File: config.mk
export PLATFORM = sky130hd
export DESIGN_NAME = iscm_core
export DESIGN_NICKNAME = d
export VERILOG_FILES = /design/src/hw/iscm_pkg.sv /design/src/hw/iscm_half_up.sv /design/src/hw/iscm_state_timer.sv /design/src/hw/iscm_core.sv
export SDC_FILE = /design/constraint.sdc
export NUM_CORES = 1
export LEC_CHECK = 0
export ABC_AREA = 1
export ABC_CLOCK_PERIOD_IN_PS = 6280
export BUFFER_PORTS_ARGS = -buffer_cell sky130_fd_sc_hd__buf_2
export CAP_MARGIN = 5
export CORE_ASPECT_RATIO = 1.4
export CORE_UTILIZATION = 30
export CTS_CLUSTER_DIAMETER = 40
export DETAILED_ROUTE_END_ITERATION = 10
export GPL_ROUTABILITY_DRIVEN = 0
export PLACE_DENSITY = 0.46
export SLEW_MARGIN = 20
export SYNTH_ARGS = -nofsm -noshare
export SYNTH_HDL_FRONTEND = slang
export SYNTH_SLANG_ARGS = --single-unit
export TNS_END_PERCENT = 5
File: constraint.sdc
create_clock -name i_mclk -period 6.28 [get_ports i_mclk]
set_input_delay 1.256 -clock i_mclk [delete_from_list [all_inputs] [get_ports i_mclk]]
set_output_delay 1.256 -clock i_mclk [all_outputs]
set_load 0.01 [all_outputs]
File: src/hw/iscm_pkg.sv
// shared types and constants for the instruction state count model
// assumes a single system clock; one execution state is one clock cycle
package iscm_pkg;

    // ****************************************************************
    // widths
    // ****************************************************************
    localparam int BASE_W  = 8;     // base count plus table width
    localparam int ADJ_W   = 2;     // alignment adjustment width
    localparam int BYTE_W  = 4;     // operand byte count width
    localparam int FETCH_W = 4;     // instruction fetch count width
    localparam int EXTRA_W = 8;     // wait plus extra bus state width
    localparam int CNT_W   = 10;    // total state count width

    // ****************************************************************
    // timing
    // ****************************************************************
    localparam int STATE_CLK_PER   = 1;    // clock cycles per state
    localparam int REF_CLK_MHZ     = 10;   // reference clock rate
    localparam int REF_STATE_NS    = 100;  // state length at that rate
    localparam int MCLK_PERIOD_NS  = 25;   // this design's clock period
    localparam int MCLK_STATE_NS   = MCLK_PERIOD_NS * STATE_CLK_PER;

    // ****************************************************************
    // reset values
    // ****************************************************************
    localparam logic [CNT_W-1:0] CNT_RST = 10'h000;

    // ****************************************************************
    // bus areas that a fetch or an operand can sit in
    // ****************************************************************
    typedef enum logic [2:0] {
        ISCM_AREA_W16_S2 = 3'h0,   // 16-bit bus, 2-state access
        ISCM_AREA_W16_S3 = 3'h1,   // 16-bit bus, 3-state access
        ISCM_AREA_W8_S3  = 3'h2,   // 8-bit bus, 3-state access
        ISCM_AREA_W8_S2  = 3'h3,   // 8-bit bus, 2-state access
        ISCM_AREA_MODULE = 3'h4,   // on-chip supporting module
        ISCM_AREA_GREG   = 3'h5    // general register or no operand
    } iscm_area_e;

    // control states, gray along idle -> run -> done
    typedef enum logic [1:0] {
        ISCM_ST_IDLE = 2'h0,
        ISCM_ST_RUN  = 2'h1,
        ISCM_ST_DONE = 2'h3
    } iscm_state_e;

    // one instruction to be timed
    typedef struct packed {
        logic [BASE_W-1:0]  base;          // base count for the mode
        logic [ADJ_W-1:0]   align_adj;     // even/odd start adjustment
        logic [BYTE_W-1:0]  op_bytes;      // bytes read or written
        logic [FETCH_W-1:0] fetch_cnt;     // number of fetches
        iscm_area_e         fetch_area;
        iscm_area_e         op_area;
        logic               op_word;       // word operand when set
        logic [EXTRA_W-1:0] extra_bus_state; // waits and extra bus states
    } iscm_req_s;

    // computed timing of one instruction
    typedef struct packed {
        logic [CNT_W-1:0] total;      // states for the instruction
        logic [CNT_W-1:0] bus_term;   // part beyond base and adjust
    } iscm_res_s;

endpackage : iscm_pkg

File: src/hw/iscm_half_up.sv
// halves a count, rounding a fraction up to the next whole number
// assumes an unsigned input; purely combinational
`timescale 1ns/100ps
module iscm_half_up #(
    parameter int W = 10
) (
    input  wire logic [W-1:0] i_val,
    output logic      [W-1:0] o_half
);
    // ****************************************************************
    // elaboration check
    // ****************************************************************
    if (W < 2) begin : g_chk
        $error("iscm_half_up: width too small");
    end

    // shift down, then add the dropped bit back as the round-up
    always_comb begin
        o_half = (i_val >> 1) + {{(W-1){1'b0}}, i_val[0]};
    end
endmodule : iscm_half_up

File: src/hw/iscm_state_timer.sv
// down counter that runs one step per clock for a loaded state count
// assumes the loader never loads while the counter is still active
`timescale 1ns/100ps
module iscm_state_timer #(
    parameter int W = 10
) (
    input  wire logic         i_mclk,
    input  wire logic         i_rst,
    input  wire logic         i_load,
    input  wire logic [W-1:0] i_count,
    output logic              o_active,
    output logic              o_last,
    output logic      [W-1:0] o_remaining
);
    // ****************************************************************
    // elaboration check
    // ****************************************************************
    if (W < 1) begin : g_chk
        $error("iscm_state_timer: width too small");
    end

    logic [W-1:0] cnt_reg;
    logic [W-1:0] cnt_next;

    // one state per clock cycle, so the count steps every edge
    always_comb begin
        cnt_next = cnt_reg;
        if (i_load) begin
            cnt_next = i_count;
        end else if (cnt_reg != '0) begin
            cnt_next = cnt_reg - W'(1);
        end
    end

    always_ff @(posedge i_mclk) begin
        if (i_rst) begin
            cnt_reg <= '0;
        end else begin
            cnt_reg <= cnt_next;
        end
    end

    // status straight from the count register
    assign o_active    = (cnt_reg != '0);
    assign o_last      = (cnt_reg == W'(1));
    assign o_remaining = cnt_reg;
endmodule : iscm_state_timer

File: src/hw/iscm_core.sv
// instruction state count model: works out how many states an
// instruction takes from its fetch area and operand area, then times
// that many states on the system clock and reports the end
// assumes the base count and the alignment adjustment come ready made
// from the instruction decoder, one request at a time
//
// Notes on behaviour
// - one state equals one system clock cycle
// - operand term is bytes moved in memory
// - fetch term equals number of instruction fetches
// - fast fetch, 16-bit slow word adds half bytes
// - fast fetch, slow 8-bit word adds twice bytes
// - byte operand in slow area adds bytes
// - 16-bit slow fetch adds half fetch count
// - half fetch count rounds up
// - 8-bit slow fetch: no adjust, twice fetches
// - 8-bit slow fetch, byte: bytes plus twice fetches
// - 16-bit fetch keeps the even/odd adjustment
// - waits and extra bus states add states only when a 3-state area is touched
`timescale 1ns/100ps
module iscm_core
    import iscm_pkg::*;
#(
    parameter int MAX_TOTAL = 1023
) (
    // clock and reset
    input  wire logic             i_mclk,
    input  wire logic             i_rst,
    // request from the decoder
    input  wire logic             i_req_valid,
    input  wire iscm_req_s        i_req,
    // result and status
    output logic                  o_req_ready,
    output iscm_res_s             o_res,
    output logic                  o_busy,
    output logic                  o_state_tick,
    output logic      [CNT_W-1:0] o_remaining,
    output logic                  o_done
);

    // ****************************************************************
    // elaboration checks
    // ****************************************************************
    // the worst sum is base + adjust + 2*(I+J+K) + extra states
    localparam int WORST = (2**BASE_W - 1) + (2**ADJ_W - 1)
                         + 2 * ((2**BYTE_W - 1) + 2 * (2**FETCH_W - 1))
                         + (2**EXTRA_W - 1);

    if (MAX_TOTAL < WORST) begin : g_chk_max
        $error("iscm_core: MAX_TOTAL below the worst sum");
    end

    if (MAX_TOTAL > 2**CNT_W - 1) begin : g_chk_cnt
        $error("iscm_core: MAX_TOTAL does not fit the count width");
    end

    if (MCLK_STATE_NS != MCLK_PERIOD_NS) begin : g_chk_state
        $error("iscm_core: a state must be exactly one clock");
    end

    if (REF_STATE_NS * REF_CLK_MHZ != 1000) begin : g_chk_ref
        $error("iscm_core: reference state length inconsistent");
    end

    // ****************************************************************
    // area classification
    // ****************************************************************
    logic fetch_w16;      // fetch from a 16-bit bus area
    logic fetch_w16_s3;   // fetch from the 16-bit 3-state area
    logic fetch_w8;       // fetch from an 8-bit bus area

    logic op_fast;        // 16-bit 2-state area or register
    logic op_w16_s3;      // operand in the 16-bit 3-state area
    logic op_slow8;       // 8-bit area or supporting module
    logic any_s3;         // some access touches a 3-state area

    // group the areas so the formula only asks three questions;
    // module and register fetch codes count as a 16-bit fetch
    always_comb begin
        fetch_w16_s3 = (i_req.fetch_area == ISCM_AREA_W16_S3);
        fetch_w8     = (i_req.fetch_area == ISCM_AREA_W8_S3)
                     || (i_req.fetch_area == ISCM_AREA_W8_S2);
        fetch_w16    = !fetch_w8;
    end

    // operand side; an 8-bit 3-state operand joins the slow class
    always_comb begin
        op_fast      = (i_req.op_area == ISCM_AREA_W16_S2)
                     || (i_req.op_area == ISCM_AREA_GREG);
        op_w16_s3    = (i_req.op_area == ISCM_AREA_W16_S3);
        op_slow8     = !op_fast && !op_w16_s3;

        // only 3-state areas may add waits
        any_s3       = fetch_w16_s3
                     || (i_req.fetch_area == ISCM_AREA_W8_S3)
                     || op_w16_s3
                     || (i_req.op_area == ISCM_AREA_W8_S3);
    end

    // ****************************************************************
    // widened terms
    // ****************************************************************
    logic [CNT_W-1:0] base_w;
    logic [CNT_W-1:0] adj_w;

    logic [CNT_W-1:0] bytes_w;   // operand bytes moved in memory
    logic [CNT_W-1:0] fetch_w;   // total instruction fetches
    logic [CNT_W-1:0] extra_w;
    logic [CNT_W-1:0] all_w;     // bytes plus fetches

    always_comb begin
        base_w  = CNT_W'(i_req.base);
        adj_w   = CNT_W'(i_req.align_adj);

        // byte and fetch counts of the instruction
        bytes_w = CNT_W'(i_req.op_bytes);
        fetch_w = CNT_W'(i_req.fetch_cnt);
        extra_w = CNT_W'(i_req.extra_bus_state);
        all_w   = bytes_w + fetch_w;
    end

    // ****************************************************************
    // halved terms, fractions rounded up
    // ****************************************************************
    logic [CNT_W-1:0] half_bytes;
    logic [CNT_W-1:0] half_fetch;
    logic [CNT_W-1:0] half_all;

    // a word operand on a slow 16-bit bus moves two bytes a state
    iscm_half_up #(
        .W      (CNT_W)
    ) u_half_bytes (
        .i_val  (bytes_w),
        .o_half (half_bytes)
    );

    // rounding up keeps a late odd fetch from being undercounted
    iscm_half_up #(
        .W      (CNT_W)
    ) u_half_fetch (
        .i_val  (fetch_w),
        .o_half (half_fetch)
    );

    // operand and fetches share the slow bus, so halve them together
    iscm_half_up #(
        .W      (CNT_W)
    ) u_half_all (
        .i_val  (all_w),
        .o_half (half_all)
    );

    // ****************************************************************
    // state formula
    // ****************************************************************
    logic [CNT_W-1:0] bus_term;    // operand and fetch part
    logic [CNT_W-1:0] adj_term;    // alignment part
    logic [CNT_W-1:0] wait_term;   // waits and extra bus states

    logic [CNT_W-1:0] total_raw;
    logic [CNT_W-1:0] total;

    // the alignment term matters only on a 16-bit fetch bus; an 8-bit
    // fetch bus takes byte fetches, so odd starts cost nothing extra
    always_comb begin
        bus_term = '0;
        adj_term = fetch_w16 ? adj_w : '0;

        if (fetch_w8) begin
            // byte-wide fetches cost two states each
            adj_term = '0;
            if (op_fast) begin
                bus_term = fetch_w << 1;
            end else if (op_w16_s3 && i_req.op_word) begin
                bus_term = half_bytes + (fetch_w << 1);
            end else if (i_req.op_word) begin
                bus_term = all_w << 1;
            end else begin
                bus_term = bytes_w + (fetch_w << 1);
            end
        end else if (fetch_w16_s3) begin
            // slow 16-bit fetches cost half a state each
            if (op_fast) begin
                bus_term = half_fetch;
            end else if (op_w16_s3 && i_req.op_word) begin
                bus_term = half_all;
            end else if (op_slow8 && i_req.op_word) begin
                bus_term = (bytes_w << 1) + half_fetch;
            end else begin
                bus_term = bytes_w + half_fetch;
            end
        end else begin
            // 16-bit 2-state fetch; other fetch codes are taken as it
            if (op_fast) begin
                bus_term = '0;
            end else if (op_w16_s3 && i_req.op_word) begin
                bus_term = half_bytes;
            end else if (op_slow8 && i_req.op_word) begin
                bus_term = bytes_w << 1;
            end else begin
                bus_term = bytes_w;
            end
        end

        // extra states only exist when a 3-state area is touched
        wait_term = any_s3 ? extra_w : '0;
        total_raw = base_w + adj_term + bus_term + wait_term;

        // a zero count would never start the timer
        total     = (total_raw == '0) ? CNT_W'(1) : total_raw;
    end

    // ****************************************************************
    // control state machine
    // ****************************************************************
    iscm_state_e      state_reg;
    iscm_state_e      state_next;
    iscm_res_s        res_reg;
    iscm_res_s        res_next;
    logic             accept;

    // timer status
    logic             tmr_active;
    logic             tmr_last;
    logic [CNT_W-1:0] tmr_remaining;

    // a request is taken only while idle; no queue behind it
    // the timer loads on the edge at which the state leaves idle
    assign accept = (state_reg == ISCM_ST_IDLE) && i_req_valid;

    always_comb begin
        state_next = state_reg;
        res_next   = res_reg;
        case (state_reg)
            ISCM_ST_IDLE: begin
                // take a waiting request
                if (i_req_valid) begin
                    res_next.total    = total;
                    res_next.bus_term = bus_term + wait_term;
                    state_next        = ISCM_ST_RUN;
                end
            end

            ISCM_ST_RUN: begin
                // count the states down to the last
                if (tmr_last) begin
                    state_next = ISCM_ST_DONE;
                end
            end

            ISCM_ST_DONE: begin
                // one-cycle end pulse
                state_next = ISCM_ST_IDLE;
            end

            default: begin
                state_next = ISCM_ST_IDLE;
            end
        endcase
    end

    // reset clears the result so no stale total shows
    always_ff @(posedge i_mclk) begin
        if (i_rst) begin
            state_reg <= ISCM_ST_IDLE;
            res_reg   <= '{total: CNT_RST, bus_term: CNT_RST};
        end else begin
            state_reg <= state_next;
            res_reg   <= res_next;
        end
    end

    // ****************************************************************
    // state timer
    // ****************************************************************
    // each counted step is one clock, which is one state
    iscm_state_timer #(
        .W           (CNT_W)
    ) u_timer (
        .i_mclk      (i_mclk),
        .i_rst       (i_rst),
        .i_load      (accept),
        .i_count     (total),
        .o_active    (tmr_active),
        .o_last      (tmr_last),
        .o_remaining (tmr_remaining)
    );

    // ****************************************************************
    // outputs
    // ****************************************************************
    // status from the state register; tick also uses the timer, remaining count comes from the timer alone
    assign o_req_ready  = (state_reg == ISCM_ST_IDLE);
    assign o_res        = res_reg;
    assign o_busy       = (state_reg == ISCM_ST_RUN);
    assign o_state_tick = (state_reg == ISCM_ST_RUN) && tmr_active;
    assign o_remaining  = tmr_remaining;
    assign o_done       = (state_reg == ISCM_ST_DONE);

endmodule : iscm_core

# Yosys cells after proc, flatten, opt, wreduce, memory -nomap -nowiden
# Cells that the tools add are included.
# word_totals
output_inout_bits	34
elab_cells	66
input_bits	36
ff_bits	32
# op_classes
addsub	13
n_eq_ne	11
muxes	19
reduce_logical	19
# ops
cell	count
$mux W10	12
$add A10 B8 Y10	2
$add A10 B5 Y10	1
$add A4 B10 Y10	1
$add A5 B10 Y10	1
$add A9 B10 Y10	1
$eq A10 B1 Y1 const B	1
$logic_not A10 Y1	1
$reduce_bool A10 Y1	1
$sub A10 B1 Y10 const B	1
$add A8 B2 Y9	1
$eq A3 B2 Y1 const B	3
$add A3 B1 Y4	2
$mux W8	1
$add A4 B5 Y6	1
$eq A3 B1 Y1 const B	2
$mux W2	3
$mux W6	1
$add A4 B1 Y5	1
$add A4 B4 Y5	1
$logic_and A1 B1 Y1	5
$logic_or A1 B1 Y1	5
$mux W5	1
$pmux W2 S2	1
other kinds (10)	12

# Logic depth before layout (Yosys ltp)
# logic_depth
ltp_word	15
mapped_depth	30
mapped_depth_nobuf	30

# Cells and area by module
# From an unflattened synthesis, not the netlist that was laid out.
# hier_totals
cells_unflattened	782
hier_area_um2	4946.0
# modules_own_cells
mod	area_per_inst_um2	cells_per_inst	seq_area_each_um2	n_inst
iscm_core	3693.5	567	440.4	1
iscm_state_timer	663.1	98	200.2	1
iscm_half_up	196.4	39	0.0	3

# Worst setup path before layout
# No wires, ideal clock.
# synth_timing
path_type	input to register
startpoint	input i_req[15] (netlist bit)
endpoint	register res_reg, in the netlist o_res[10]
setup_time_ns	0.070
setup_slack_ns	1.089
required_time_ns	6.210
arrival_time_ns	5.121
stages	25
cell_sequence	ha_1 > fa_1 > ha_1 > ha_1 > nand2_1 > nand3_1 > nand2_1 > nand3_1 > nand2_1 > inv_1 > fa_1 > inv_1 > fa_1 > inv_1 > ha_1 > inv_1 > fa_1 > nand3b_1 > nor2_1 > nand3_1 > nor2_1 > nand3_1 > o21bai_1 > nand2_1 > a21oi_1
# synth_between
elab_chain_len	11
word_cells_on_any_way	19
# synth_lines
element	line_no	text
start: declaration	iscm_core.sv:31	input wire iscm_req_s i_req,
$add A3 B1 Y4	iscm_half_up.sv:19	o_half = (i_val >> 1) + {{(W-1){1'b0}}, i_val[0]};
$add A4 B10 Y10 / $add A5 B10 Y10 (equally long branches)	iscm_core.sv:190, iscm_core.sv:188	
$mux W10	iscm_core.sv:187	end else if (op_slow8 && i_req.op_word) begin
$mux W10	iscm_core.sv:185	end else if (op_w16_s3 && i_req.op_word) begin
$mux W10	iscm_core.sv:183	if (op_fast) begin
$mux W10	iscm_core.sv:181	end else if (fetch_w16_s3) begin
$mux W10 *	iscm_core.sv:169	if (fetch_w8) begin
$add A9 B10 Y10 *	iscm_core.sv:207	total_raw = base_w + adj_term + bus_term + wait_term;
$add A10 B8 Y10 *	iscm_core.sv:207	
$logic_not A10 Y1	iscm_core.sv:210	total = (total_raw == '0) ? CNT_W'(1) : total_raw;
$mux W10 *	iscm_core.sv:210	
end signal: assignment	iscm_core.sv:266	res_reg <= '{total: CNT_RST, bus_term: CNT_RST};
end signal: assignment	iscm_core.sv:269	res_reg <= res_next;
end: declaration	iscm_core.sv:218	iscm_res_s res_reg;
# Mark *: on every way between the ends. The rest lies on a longest branch, timed or not.
# A chain may end at the register's enable or synchronous reset.

# Worst setup path in the final report
# layout_timing
startpoint	input i_req[16] (netlist bit)
endpoint	register u_timer.cnt_reg[0] (netlist: u_timer.o_remaining[0])
# layout_between
elab_chain_len	12
word_cells_on_any_way	20
# layout_lines
element	line_no	text
$add A3 B1 Y4	iscm_half_up.sv:19	
$add A4 B10 Y10 / $add A5 B10 Y10 (equally long branches)	iscm_core.sv:190, iscm_core.sv:188	
$mux W10	iscm_core.sv:187	
$mux W10	iscm_core.sv:185	
$mux W10	iscm_core.sv:183	
$mux W10	iscm_core.sv:181	
$mux W10 *	iscm_core.sv:169	
$add A9 B10 Y10 *	iscm_core.sv:207	
$add A10 B8 Y10 *	iscm_core.sv:207	
$logic_not A10 Y1	iscm_core.sv:210	
$mux W10 *	iscm_core.sv:210	
$mux W10 *	iscm_state_timer.sv:28	if (i_load) begin
end signal: assignment	iscm_state_timer.sv:39	cnt_reg <= cnt_next;
end: declaration	iscm_state_timer.sv:22	logic [W-1:0] cnt_reg;
# Marked as above.

==> metrics.cfg <==
[logic_synthesis]
synth_fa_ha_area_frac=0.239
synth_xor_area_frac=0.0325
synth_compound_area_frac=0.149
synth-edff-count=0
synth_cells=567
async_reset_ff_frac=0
synth_cell_types=46
synth-main-ff-cell=dfxtp_1
synth_area_mm2=0.00377
synthSimpleGateAreaFrac=0.305
ys_ff_latch=31
seq_area_frac_synth=0.164
synth_warnings=0
synthesis.nets=666
synthMuxAreaShare=0
synth_top_family_by_area=simple AND/OR/NAND/NOR gates
avgSynthCellArea_um2=6.66

[global_route]
grt_overflow_total=0
gr-usage-met2=0.338
grt_pass1_wl_mm=17.9
busiest_layer=met2
grt_use_total=0.170
grt_max_degree=29
grt.met1_usage=0.178
grt_use_met3=0.0207
grt_pass1_vias=3706
antenna_found_initial=0

[setup_path]
crit_family=adder cells
worstSetupEndpointType=flop
worst-path-max-fanout=8
slowest_delay_ns=0.51
rrSetupSlack_ns=4.28
setup.worst_path.class=input port to flop
critPathRequiredTime_ns=6.49
reg2reg_from=state_reg[0]
path_buf_inv=7
critPathLaunch=i_req[16]
arrival_ns=5.71
startpoint_type=input port
crit_slowest_cell=fa_1

[drt]
via_per_inst=4.84
vias=3787
drtPass1Iterations=4
post-route-drc-count=0
drtAntennaViolNets=0
routedWlPerCell_um=14.0
drt_iter0_drc=127
routed_wl_mm=11.0

[clock_network]
post_cts_resized=0
clockBufferDepth=2
clkSinkCount=31
clk_pin_slew_ns=0.05
cts_tree=yes
cts_root_buffer=clkbuf_16
clk_latency_ns=0.28
postCtsHoldBufs=0
cts_buffers=5
htreeDepth=2
cts_setup_buffers=0

[placement]
io_buffers=68
pre_cts_slack_ns=0.479
hpwl_mm=9.24

[timing]
worstMarginPinSlew_ns=0.704
min_period_ns=5.50
max_freq_mhz=182
layout_setup_ws_ns=0.780
maxSlewViolCount=0
rsz0062_at_grt=no
maxSlewHeadroom=0.530
setup_viol=0
post-route-period-util=0.876
hold_viol=0
fin_skew_ns=0.00482
fin_setup_tns_ns=0

[finish]
syn_to_final_growth_pct=16.3
largest_reg_flops=19
final_nets=731
drive_gt1_frac=0.165
antenna_cells=0

[power]
powerDensity_mw_per_mm2=260
switching_share=0.446
clockPowerShare=0.209
p_seq_frac=0.244
ir_worst_vdd_uv=97.4
intPower_w=0.000631
leakage_nw=2.41
netSwitchingPower_w=0.000509
combPwrFrac=0.547

[die]
start_util=0.307
die_width_um=96.8
core_mm2=0.0123
io_pins=70
rows=48
die_area_mm2=0.0130
die_h_um=135

[hold_path]
min_from=o_res[13]
hold_class=flop to flop

[run]
maxCapViolations=0

[outcome]
status=completed

## placed cells by master, fill, tap and decap left out, types with 3 or more instances in the layout
| cell | count |
|---|---|
| nand3_1 | 32 |
| a21oi_1 | 45 |
| o21ai_0 | 23 |
| or2_2 | 4 |
| buf_2 | 68 |
| a31oi_1 | 7 |
| fa_1 | 15 |
| ha_1 | 48 |
| nor2_1 | 50 |
| nand2_2 | 5 |
| nand4_1 | 6 |
| xnor2_1 | 7 |
| clkbuf_16 | 5 |
| nor3_1 | 3 |
| inv_1 | 89 |
| nand2_1 | 140 |
| o21ai_1 | 6 |
| dfxtp_1 | 31 |
| xor2_1 | 7 |
| o211ai_1 | 3 |
## synthesized netlist by cell type, types with 3 or more instances
cell type | n | area, um2
a21oi_1 | 45 | 225
a31oi_1 | 7 | 43.8
buf_2 | 3 | 15.0
buf_4 | 4 | 30.0
clkbuf_1 | 4 | 15.0
dfxtp_1 | 31 | 621
fa_1 | 15 | 300
ha_1 | 48 | 601
inv_1 | 89 | 334
nand2_1 | 140 | 526
nand2_2 | 5 | 31.3
nand3_1 | 32 | 160
nand4_1 | 6 | 37.5
nor2_1 | 50 | 188
nor3_1 | 3 | 15.0
o211ai_1 | 3 | 22.5
o21ai_0 | 23 | 115
o21ai_1 | 6 | 30.0
or2_2 | 4 | 25.0
xnor2_1 | 7 | 61.3
xor2_1 | 7 | 61.3
## area by class of cell
class | instances | area (um2)
clock inverter | 1 | 5.00
clock buffer | 6 | 139
fill | 1351 | 7920
timing repair buffer | 70 | 355
multi-input combinational | 433 | 2740
sequential | 31 | 621
inverter | 91 | 342
tap | 150 | 188
## per-layer routing
layer	vias to the layer above	share of wire
li1	1954	-
met1	1723	0.40
met2	91	0.54
met3	19	0.041
met4	0	0.024
met5	-	0
## worst reg2reg max path: stages (launching register included)
cell and delay [ns]:
dfxtp_1 0.33, nor2_1 0.16, nand2_2 0.33, inv_1 0.67
nand3_1 0.24, a31oi_1 0.20
## per-stage QoR
step | instance area (um2) | power, W | hold slack (ns) | instances | util
finish | 4390 | 0.00114 | 0.459 | 782 | 0.357
global route | 4390 | 0.00125 | 0.490 | 782 | 0.357
CTS | 4390 | 0.00115 | 0.463 | 782 | 0.357
detailed placement | 4250 | 0.000909 | 0.455 | 775 | 0.345
global placement | 4250 | 0.000904 | 0.449 | 775 | 0.345
floorplan | 3770 | 0.000725 | 0.446 | 567 | -
## power by group through the flow
stage / Sequential (W) / Combinational, W / Clock [W]
floorplan: 0.000296 / 0.000429 / 0
CTS: 0.000278 / 0.000632 / 0.000244
global placement: 0.000280 / 0.000623 / 0
global route: 0.000286 / 0.000709 / 0.000252
detailed placement: 0.000282 / 0.000627 / 0
finish: 0.000278 / 0.000624 / 0.000238
## kinds of logic after synthesis
kind of cell	after synthesis
XOR/XNOR	14
AND/OR/NAND/NOR	256
adder cells (fa/ha/maj)	63
other	1
buffers and inverters	103
AO/OA/AOI/OAI	99
flip-flops	31
## worst paths after layout
path                       endpoint  depth (start not counted)
max          u_timer.o_remaining[0]                         28
min                       o_res[13]                          2
max reg2reg  u_timer.o_remaining[7]                          5
min reg2reg               o_res[13]                          2
Note: power is estimated with default switching activity, not from simulation.
